<file path="config.mk">
export PLATFORM = sky130hd
export DESIGN_NAME = fdc_regs
export DESIGN_NICKNAME = d
export VERILOG_FILES = /design/src/fdc_band_mon.v /design/src/fdc_regs.v
export VERILOG_INCLUDE_DIRS = /design/src /design/src/src
export SDC_FILE = /design/constraint.sdc
export NUM_CORES = 1
export LEC_CHECK = 0
export BUFFER_PORTS_ARGS = -buffer_cell sky130_fd_sc_hd__buf_2
export CORE_MARGIN = 4
export CORE_UTILIZATION = 34
export DETAILED_ROUTE_END_ITERATION = 10
export PLACE_DENSITY_LB_ADDON = 0.08
export SLEW_MARGIN = 40
export SYNTH_ARGS = -nofsm -noshare
export SYNTH_HDL_FRONTEND = slang
export SYNTH_SLANG_ARGS = --single-unit
</file>
<file path="constraint.sdc">
create_clock -name I_CLK -period 5.4 [get_ports I_CLK]
set_clock_uncertainty 0.05 [all_clocks]
set_input_delay 1.62 -clock I_CLK [delete_from_list [all_inputs] [get_ports I_CLK]]
set_output_delay 1.62 -clock I_CLK [all_outputs]
set_load 0.01 [all_outputs]
</file>
<file path="src/fdc_map.vh">
// Register offsets, reset values and range limits of the fan drive
// configuration bank. Definitions only; included by the register bank and its checker.
`ifndef FDC_MAP_VH
`define FDC_MAP_VH

// ----------------------------------------------------------------------
// Holding register offsets
// ----------------------------------------------------------------------
`define FDC_OFF_CURRENT_LIMIT  16'h0007
`define FDC_OFF_THR_LOW        16'h0010
`define FDC_OFF_FIXED_SPEED    16'h0015
`define FDC_OFF_SLIP           16'h001E
`define FDC_OFF_POLARITY       16'h001F
`define FDC_OFF_SKIP_START     16'h0020
`define FDC_OFF_SKIP_END       16'h0021
`define FDC_OFF_MODE           16'h0022
`define FDC_OFF_POWER_LIMIT    16'h0024
`define FDC_OFF_AIRFLOW        16'h0027
`define FDC_OFF_AIRFLOW_FLOOR  16'h002A

// ----------------------------------------------------------------------
// Reset values
// ----------------------------------------------------------------------
`define FDC_RST_THR_LOW        16'h0000
`define FDC_RST_FIXED_SPEED    16'h0000
`define FDC_RST_SLIP           16'h0000
`define FDC_RST_POLARITY       16'h0000
`define FDC_RST_SKIP_START     16'h4E20
`define FDC_RST_SKIP_END       16'h4E20
`define FDC_RST_MODE           16'h0001
`define FDC_RST_AIRFLOW        16'h0000

// ----------------------------------------------------------------------
// Range limits and field positions
// ----------------------------------------------------------------------
`define FDC_MODE_MAX           16'h000C
`define FDC_SLIP_MAX           16'h0064
`define FDC_SKIP_MAX           16'h4E20
`define FDC_POWER_MIN          16'h000A
`define FDC_POLARITY_MAX       16'h0001
`define FDC_DOUT_BAND          16'h0003
`define FDC_MODE_FIXED_SPEED   16'h0002
`define FDC_MODE_FIXED_AIR     16'h0006
`define FDC_MODE_FIXED_SLIP    16'h0009
`define FDC_MODE_FIXED_REF     16'h000C
`define FDC_MODE_FOLLOW        16'h0003
`define FDC_POLARITY_BIT       0

`endif

</file>
<file path="src/fdc_band_mon.v">
// Speed band monitor: flags whether the running fan sits inside the band
// set by the low and high thresholds.
// Assumes all inputs come from logic on the same clock.
`timescale 1ns/1ps

module fdc_band_mon
(
  // Clock and reset.
  input  wire        i_clk,
  input  wire        i_arst_n,
  // Band limits and measured state.
  input  wire        i_enable,
  input  wire        i_running,
  input  wire [15:0] i_speed,
  input  wire [15:0] i_low,
  input  wire [15:0] i_high,
  // Result.
  output reg         o_in_band
);

  // ----------------------------------------------------------------------
  // Band compare
  // ----------------------------------------------------------------------

  // A stopped fan is never reported in band, even with a zero low limit.
  always @(posedge i_clk or negedge i_arst_n)
  begin
    if (!i_arst_n)
      o_in_band <= 1'b0;
    else
      o_in_band <= i_enable & i_running &
                   (i_speed >= i_low) & (i_speed <= i_high);
  end

endmodule

</file>
<file path="src/fdc_regs.v">
// Fan drive configuration bank: mode selector, setpoint registers, speed
// band and skip limits, power, current and airflow limits.
// Assumes a protocol front end on I_CLK that presents one holding register
// access at a time; limits kept outside this bank arrive as same-clock inputs.
//
// How it works
// - Mode selector takes 0..12, resets to 1.
// - Modes 0..2 take speed from 66/analog/21.
// - Mode 3 follows the leading fan's command.
// - Modes 4..6 airflow from analog/66/39.
// - Modes 7..9 emulation from analog/66/30.
// - Modes 10..12 regulator reference analog/66/50.
// - Low threshold used only when output function 3.
// - Fixed speed used in mode 2, min..max.
// - Slip takes 0..100, used in mode 9.
// - Polarity takes 0 or 1; 1 inverts feedback.
// - Skip start 0..end, resets to 20000.
// - Skip end start..20000, resets to 20000.
// - Power limit 10..rating default, lowers only.
// - Airflow setpoint used in mode 6, floor..max.
// - Airflow floor from model default up to max.
// - Current limit may only be lowered.
// - Function 3 output flags speed inside band.
`timescale 1ns/1ps
`include "fdc_map.vh"

module fdc_regs
#(
  parameter [15:0] POWER_DEFAULT   = 16'd1050,
  parameter [15:0] CURRENT_DEFAULT = 16'd6000,
  parameter [15:0] FLOOR_DEFAULT   = 16'd500
)
(
  // Clock and reset.
  input  wire        I_CLK,
  input  wire        I_ARST_N,
  // Holding register access.
  input  wire        I_WR,
  input  wire        I_RD,
  input  wire [15:0] I_ADDR,
  input  wire [15:0] I_WDATA,
  output reg  [15:0] O_RDATA,
  output reg         O_ACK,
  output reg         O_ERR,
  // Limits and values held outside this bank.
  input  wire [15:0] I_MIN_SPEED,
  input  wire [15:0] I_MAX_SPEED,
  input  wire [15:0] I_MAX_AIRFLOW,
  input  wire [15:0] I_THR_HIGH,
  input  wire [15:0] I_DOUT_FUNC,
  input  wire [15:0] I_HOST_SETPOINT,
  input  wire [15:0] I_EXT_SETPOINT,
  // Live drive inputs.
  input  wire [15:0] I_ANALOG_IN,
  input  wire [15:0] I_FOLLOW_CMD,
  input  wire [15:0] I_MEAS_SPEED,
  input  wire        I_RUNNING,
  // Drive control outputs.
  output reg  [3:0]  O_MODE,
  output reg  [1:0]  O_TARGET_KIND,
  output reg  [1:0]  O_TARGET_SRC,
  output reg  [15:0] O_TARGET,
  output reg         O_FEEDBACK_INV,
  output reg  [15:0] O_SKIP_START,
  output reg  [15:0] O_SKIP_END,
  output reg  [15:0] O_POWER_LIMIT,
  output reg  [15:0] O_CURRENT_LIMIT,
  output reg  [15:0] O_AIRFLOW_FLOOR,
  output reg  [15:0] O_SLIP,
  output wire        O_IN_BAND
);

  // Target source codes.
  localparam [1:0] SRC_HOST   = 2'h0;
  localparam [1:0] SRC_ANALOG = 2'h1;
  localparam [1:0] SRC_FIXED  = 2'h2;
  localparam [1:0] SRC_FOLLOW = 2'h3;
  // Target kinds.
  localparam [1:0] KIND_SPEED = 2'h0;
  localparam [1:0] KIND_AIR   = 2'h1;
  localparam [1:0] KIND_EMUL  = 2'h2;
  localparam [1:0] KIND_LOOP  = 2'h3;

  // ----------------------------------------------------------------------
  // Storage
  // ----------------------------------------------------------------------
  reg  [15:0] thr_low_reg;
  reg  [15:0] fixed_speed_reg;
  reg  [15:0] slip_reg;
  reg  [15:0] polarity_reg;
  reg  [15:0] skip_start_reg;
  reg  [15:0] skip_end_reg;
  reg  [15:0] mode_reg;
  reg  [15:0] power_reg;
  reg  [15:0] current_reg;
  reg  [15:0] airflow_reg;
  reg  [15:0] floor_reg;

  wire        access = I_WR | I_RD;
  wire        mapped;
  wire        wr_ok;
  reg  [15:0] rd_next;
  reg  [1:0]  src_next;
  reg  [1:0]  kind_next;
  reg  [15:0] target_next;
  reg  [15:0] raw_target;
  reg         range_ok;

  // ----------------------------------------------------------------------
  // Decode helpers
  // ----------------------------------------------------------------------

  // Address decode, used only for the error flag of the answer.
  function is_mapped;
    input [15:0] addr;
    begin
      case (addr)
        `FDC_OFF_CURRENT_LIMIT, `FDC_OFF_THR_LOW, `FDC_OFF_FIXED_SPEED,
        `FDC_OFF_SLIP, `FDC_OFF_POLARITY, `FDC_OFF_SKIP_START,
        `FDC_OFF_SKIP_END, `FDC_OFF_MODE, `FDC_OFF_POWER_LIMIT,
        `FDC_OFF_AIRFLOW, `FDC_OFF_AIRFLOW_FLOOR:
          is_mapped = 1'b1;
        default:
          is_mapped = 1'b0;
      endcase
    end
  endfunction

  // Range check of a write; limits that hinge on other registers use their
  // present values, so a pair must be widened in the right order. Kept as a
  // process so that every limit it reads wakes it up when it changes.
  always @*
  begin
    case (I_ADDR)
      `FDC_OFF_MODE:          range_ok = (I_WDATA <= `FDC_MODE_MAX);
      `FDC_OFF_THR_LOW:       range_ok = (I_WDATA <= I_THR_HIGH);
      `FDC_OFF_FIXED_SPEED:   range_ok = (I_WDATA >= I_MIN_SPEED) &
                                         (I_WDATA <= I_MAX_SPEED);
      `FDC_OFF_SLIP:          range_ok = (I_WDATA <= `FDC_SLIP_MAX);
      `FDC_OFF_POLARITY:      range_ok = (I_WDATA <= `FDC_POLARITY_MAX);
      `FDC_OFF_SKIP_START:    range_ok = (I_WDATA <= skip_end_reg);
      `FDC_OFF_SKIP_END:      range_ok = (I_WDATA >= skip_start_reg) &
                                         (I_WDATA <= `FDC_SKIP_MAX);
      `FDC_OFF_POWER_LIMIT:   range_ok = (I_WDATA >= `FDC_POWER_MIN) &
                                         (I_WDATA <= POWER_DEFAULT);
      `FDC_OFF_CURRENT_LIMIT: range_ok = (I_WDATA <= CURRENT_DEFAULT);
      `FDC_OFF_AIRFLOW:       range_ok = (I_WDATA >= floor_reg) &
                                         (I_WDATA <= I_MAX_AIRFLOW);
      `FDC_OFF_AIRFLOW_FLOOR: range_ok = (I_WDATA >= FLOOR_DEFAULT) &
                                         (I_WDATA <= I_MAX_AIRFLOW);
      default:                range_ok = 1'b0;
    endcase
  end

  assign mapped = is_mapped(I_ADDR);
  assign wr_ok  = I_WR & range_ok;

  // ----------------------------------------------------------------------
  // Register writes
  // ----------------------------------------------------------------------

  // A rejected write leaves every register as it was.
  always @(posedge I_CLK or negedge I_ARST_N)
  begin
    if (!I_ARST_N)
    begin
      thr_low_reg     <= `FDC_RST_THR_LOW;
      fixed_speed_reg <= `FDC_RST_FIXED_SPEED;
      slip_reg        <= `FDC_RST_SLIP;
      polarity_reg    <= `FDC_RST_POLARITY;
      skip_start_reg  <= `FDC_RST_SKIP_START;
      skip_end_reg    <= `FDC_RST_SKIP_END;
      mode_reg        <= `FDC_RST_MODE;
      power_reg       <= POWER_DEFAULT;
      current_reg     <= CURRENT_DEFAULT;
      airflow_reg     <= `FDC_RST_AIRFLOW;
      floor_reg       <= FLOOR_DEFAULT;
    end
    else if (wr_ok)
    begin
      case (I_ADDR)
        `FDC_OFF_THR_LOW:       thr_low_reg     <= I_WDATA;
        `FDC_OFF_FIXED_SPEED:   fixed_speed_reg <= I_WDATA;
        `FDC_OFF_SLIP:          slip_reg        <= I_WDATA;
        `FDC_OFF_POLARITY:      polarity_reg    <= I_WDATA;
        `FDC_OFF_SKIP_START:    skip_start_reg  <= I_WDATA;
        `FDC_OFF_SKIP_END:      skip_end_reg    <= I_WDATA;
        `FDC_OFF_MODE:          mode_reg        <= I_WDATA;
        `FDC_OFF_POWER_LIMIT:   power_reg       <= I_WDATA;
        `FDC_OFF_CURRENT_LIMIT: current_reg     <= I_WDATA;
        `FDC_OFF_AIRFLOW:       airflow_reg     <= I_WDATA;
        `FDC_OFF_AIRFLOW_FLOOR: floor_reg       <= I_WDATA;
        default:                thr_low_reg     <= thr_low_reg;
      endcase
    end
  end

  // ----------------------------------------------------------------------
  // Read mux and answer
  // ----------------------------------------------------------------------

  // Unmapped addresses read as zero.
  always @*
  begin
    case (I_ADDR)
      `FDC_OFF_THR_LOW:       rd_next = thr_low_reg;
      `FDC_OFF_FIXED_SPEED:   rd_next = fixed_speed_reg;
      `FDC_OFF_SLIP:          rd_next = slip_reg;
      `FDC_OFF_POLARITY:      rd_next = polarity_reg;
      `FDC_OFF_SKIP_START:    rd_next = skip_start_reg;
      `FDC_OFF_SKIP_END:      rd_next = skip_end_reg;
      `FDC_OFF_MODE:          rd_next = mode_reg;
      `FDC_OFF_POWER_LIMIT:   rd_next = power_reg;
      `FDC_OFF_CURRENT_LIMIT: rd_next = current_reg;
      `FDC_OFF_AIRFLOW:       rd_next = airflow_reg;
      `FDC_OFF_AIRFLOW_FLOOR: rd_next = floor_reg;
      default:                rd_next = 16'h0000;
    endcase
  end

  // One answer per access, one cycle later; a write wins over a read.
  always @(posedge I_CLK or negedge I_ARST_N)
  begin
    if (!I_ARST_N)
    begin
      O_ACK   <= 1'b0;
      O_ERR   <= 1'b0;
      O_RDATA <= 16'h0000;
    end
    else
    begin
      O_ACK   <= access;
      O_ERR   <= access & (!mapped | (I_WR & !wr_ok));
      O_RDATA <= (I_RD & !I_WR) ? rd_next : 16'h0000;
    end
  end

  // ----------------------------------------------------------------------
  // Target selection
  // ----------------------------------------------------------------------

  // Modes 4..12 come in groups of three: analog, host register, fixed one.
  // Kind, source and raw value are decoded apart so each table stays short.
  always @*
  begin
    case (mode_reg)
      16'h0004, 16'h0005, `FDC_MODE_FIXED_AIR:  kind_next = KIND_AIR;
      16'h0007, 16'h0008, `FDC_MODE_FIXED_SLIP: kind_next = KIND_EMUL;
      16'h000A, 16'h000B, `FDC_MODE_FIXED_REF:  kind_next = KIND_LOOP;
      default:                                  kind_next = KIND_SPEED;
    endcase
    case (mode_reg)
      16'h0000, 16'h0005, 16'h0008, 16'h000B:    src_next = SRC_HOST;
      `FDC_MODE_FIXED_SPEED, `FDC_MODE_FIXED_AIR,
      `FDC_MODE_FIXED_SLIP, `FDC_MODE_FIXED_REF: src_next = SRC_FIXED;
      `FDC_MODE_FOLLOW:                          src_next = SRC_FOLLOW;
      default:                                   src_next = SRC_ANALOG;
    endcase
    case (mode_reg)
      16'h0000, 16'h0005, 16'h0008, 16'h000B: raw_target = I_HOST_SETPOINT;
      `FDC_MODE_FIXED_SPEED:                  raw_target = fixed_speed_reg;
      `FDC_MODE_FOLLOW:                       raw_target = I_FOLLOW_CMD;
      `FDC_MODE_FIXED_AIR:                    raw_target = airflow_reg;
      `FDC_MODE_FIXED_SLIP:                   raw_target = slip_reg;
      `FDC_MODE_FIXED_REF:                    raw_target = I_EXT_SETPOINT;
      default:                                raw_target = I_ANALOG_IN;
    endcase
    // Speed targets inside the resonance band drop to its lower edge.
    if ((kind_next == KIND_SPEED) && (raw_target > skip_start_reg) &&
        (raw_target < skip_end_reg))
      target_next = skip_start_reg;
    else
      target_next = raw_target;
  end

  // ----------------------------------------------------------------------
  // Output registers
  // ----------------------------------------------------------------------

  // Values follow the registers one cycle later and the target tracks the live inputs;
  // the master is expected to write with the fan stopped, so no glitch-free handover is made.
  always @(posedge I_CLK or negedge I_ARST_N)
  begin
    if (!I_ARST_N)
    begin
      O_MODE          <= 4'h1;
      O_TARGET_KIND   <= KIND_SPEED;
      O_TARGET_SRC    <= SRC_ANALOG;
      O_TARGET        <= 16'h0000;
      O_FEEDBACK_INV  <= 1'b0;
      O_SKIP_START    <= `FDC_RST_SKIP_START;
      O_SKIP_END      <= `FDC_RST_SKIP_END;
      O_POWER_LIMIT   <= POWER_DEFAULT;
      O_CURRENT_LIMIT <= CURRENT_DEFAULT;
      O_AIRFLOW_FLOOR <= FLOOR_DEFAULT;
      O_SLIP          <= `FDC_RST_SLIP;
    end
    else
    begin
      O_MODE          <= mode_reg[3:0];
      O_TARGET_KIND   <= kind_next;
      O_TARGET_SRC    <= src_next;
      O_TARGET        <= target_next;
      O_FEEDBACK_INV  <= polarity_reg[`FDC_POLARITY_BIT];
      O_SKIP_START    <= skip_start_reg;
      O_SKIP_END      <= skip_end_reg;
      O_POWER_LIMIT   <= power_reg;
      O_CURRENT_LIMIT <= current_reg;
      O_AIRFLOW_FLOOR <= floor_reg;
      O_SLIP          <= (mode_reg == `FDC_MODE_FIXED_SLIP) ?
                         slip_reg : 16'h0000;
    end
  end

  // ----------------------------------------------------------------------
  // Speed band indication
  // ----------------------------------------------------------------------

  // The low threshold only matters when the output is in band mode.
  fdc_band_mon u_band
  (
    .i_clk     (I_CLK),
    .i_arst_n  (I_ARST_N),
    .i_enable  (I_DOUT_FUNC == `FDC_DOUT_BAND),
    .i_running (I_RUNNING),
    .i_speed   (I_MEAS_SPEED),
    .i_low     (thr_low_reg),
    .i_high    (I_THR_HIGH),
    .o_in_band (O_IN_BAND)
  );

endmodule

</file>
==> reports/qor.yml <==
floorplanning:
  start_util_pct: 34.5
  ios: 337
  die_w_um: 234
  dieArea_um2: 54800
  die_height_um: 234
  core_um2: 50400
  rows: 82
yosys:
  synth_simple_gate_area_share_pct: 11.7
  synthArstFlopShare_pct: 100
  synth-seq-area-share_pct: 45.9
  yosysTopAreaCell: "dfrtp_1"
  synth.top_cells.by_count: "dfrtp_1 (259), ha_1 (180), inv_1 (150)"
  yosys.area_share.xor_xnor_pct: 0
  ys_top_cells_by_area: "dfrtp_1 (37%), ha_1 (13%), dfstp_2 (8.6%)"
  synth_top_family_by_area: "compound AO/OA/AOI/OAI gates"
  synth.area.mux_share_pct: 9.65
  ys_ff_latch: 316
  synth_ff_type: "dfrtp_1"
  synth_top_area_share_pct: 37.3
  syn_nets: 1950
  syn_area_um2: 17400
  yosysWarnings: 0
  syn_inst: 1573
  yosysMostFrequentCell: "dfrtp_1"
  synth-edff-count: 0
  synth.distinct_cells: 81
  synth_compound_area_share_pct: 14.8
  avgSynthCellArea_um2: 11.1
  synth_fa_ha_area_share_pct: 13.0
cts:
  cts_hold_buf: 0
  cts_tree: "yes"
  htreeDepth: 2
  path_clk_slew_ns: 0.06
  cts_root_buf: "clkbuf_16"
  post_cts_buffers: 0
  ctsResizeCount: 0
  cts_buffers: 35
  clock-sinks: 316
  clockBufferDepth: 3
  clk_latency_ns: 0.54
finish:
  regArea_um2: 7980
  multi_input_area_um2: 8550
  area_delta_synth_final_pct: 23.9
  drive_gt1_share_pct: 33.0
  fin_cells: 2661
  final.fill_count: 4878
  stdcell_area_um2: 21500
  antenna_cells: 0
  finalNetCount: 2341
power_and_ir_drop:
  seq_power_share_pct: 45.1
  power.leakage_uw: 0.0108
  comb_power_share_pct: 9.1
  p_int_uw: 3970
  swShare_pct: 24.6
  switchingPower_uw: 1300
  report.power.total_uw: 5270
  p_per_area_nw_per_um2: 245
  clock_power_share_pct: 45.8
  vdd_drop_max_v: 0.000154
routing:
  drtIter0Drc: 1173
  wl_per_cell_um: 24.7
  drc: 6
  vias: 14300
  antenna_left: 0
  routed.top_layer: "met5"
  wl_met3_mm: 4.66
  via_per_inst: 5.38
  drt_wl_total_mm: 65.6
  dr.pass1.iters: 11
  met2WireLength_mm: 31.1
  wl_met1_mm: 28.4
timing:
  post-route-min-period_ns: 4.80
  rsz0062_at_grt: "no"
  drv_slew: 0
  finalSetupViolCount: 0
  max_clock_freq_mhz: 208
  finalHoldViolations: 0
  finalCritPeriodShare_pct: 88.9
  relSlewSlack_pct: 46.0
  worst_pin_slew_ns: 0.809
  tns_ns: 0
  hold_ws_ns: 0.319
placement:
  portBuffers: 336
  gp_congestion: 0.926
  dp.cells: 2599
  dpl_cell_area_um2: 20400
  hpwl_mm: 51.6
worst_setup_path:
  max_stage_delay_ns: 0.63
  arrival_ns: 5.16
  crit_chain: "inv_1, ha_1, a21oi_1, a2bb2oi_1, nor2_1, buf_12, or4_1, buf_4, a21oi_1, ha_1, nor2b_1, o21a_1, o21a_1, o21bai_1, a21o_1, a41oi_1, o31ai_2, buf_4, mux2_2"
  end_kind: "flop"
  crit_type: "flop to flop"
  cp_slowest_cell: "dfstp_2"
  critPathRequiredTime_ns: 5.76
  crit_family: "compound AO/OA/AOI/OAI gates"
  start_kind: "flop"
  path_max_fanout: 18
  cp_num_buf_inv: 4
global_route:
  grt_max_degree: 116
  grt_pass1_wl_mm: 96.4
  grt.overflow.total: 0
  grt_pass1_vias: 14900
  antenna_found_initial: 3
  grt_usage_pct: 23.6
outcome:
  run_status: "finished with violations"
  violations: "DRC"
run:
  maxCapViolations: 0
min_path:
  hp-class: "flop to flop"
[path summary, 6_finish.rpt]
check / depth (start not counted) / end / from / slack [ns]
max: 19 / O_TARGET[11] / mode_reg[0] / 0.60
min: 0 / O_CURRENT_LIMIT[12] / current_reg[12] / 0.32
max reg2reg: 19 / O_TARGET[11] / mode_reg[0] / 0.60
min reg2reg: 0 / O_CURRENT_LIMIT[12] / current_reg[12] / 0.32
max in group asynchronous: 2 / power_reg[2] / I_ARST_N / 3.14
min in group asynchronous: 1 / O_SKIP_END[3] / I_ARST_N / 1.00
[layout by cell type, fill, tap and decap left out, types with 52 or more instances in the layout]
master,synthesis,routed
a21oi_1,96,96
buf_2,8,335
buf_4,2,67
dfrtp_1,259,259
dfstp_2,57,57
ha_1,180,180
inv_1,150,150
mux2_2,86,86
nand2_1,82,82
nor2_1,53,52
nor2b_1,57,57
[power groups by stage]
stage	sequential (µW)	combinational [µW]	clock, µW
after floorplan	2420	197	0
after global placement	2420	472	0
after detailed placement	2420	482	0
after CTS	2380	484	2480
after global routing	2380	539	2570
final	2380	479	2420
[stage by stage]
step / util [%] / worst slack [ns]
final: 42.8 / 0.598
after global routing: 42.8 / 0.346
after CTS: 42.8 / 0.574
after detailed placement: 40.5 / 0.126
after global placement: 40.5 / 0.227
after floorplan: - / 0.711
[logic make-up after synthesis]
group           count (synthesis)
compound gates                346
fa+ha+maj                     180
buf+inv                       213
flops                         316
mux                           150
simple gates                  368
[final cells by class]
cell class	instances	area share, %
clock buffer	48	4.53
tap	672	3.90
sequential	316	37.0
inverter	150	2.61
clock inverter	14	0.772
multi-input combinational	1044	39.7
timing repair buffer	417	11.4
[layer usage]
metal	global-route usage, %	vias up
li1	-	6596
met1	32.0	7047
met2	39.6	589
met3	4.11	82
met4	5.59	4
met5	0	-
Power figures use the tool's default switching activity.
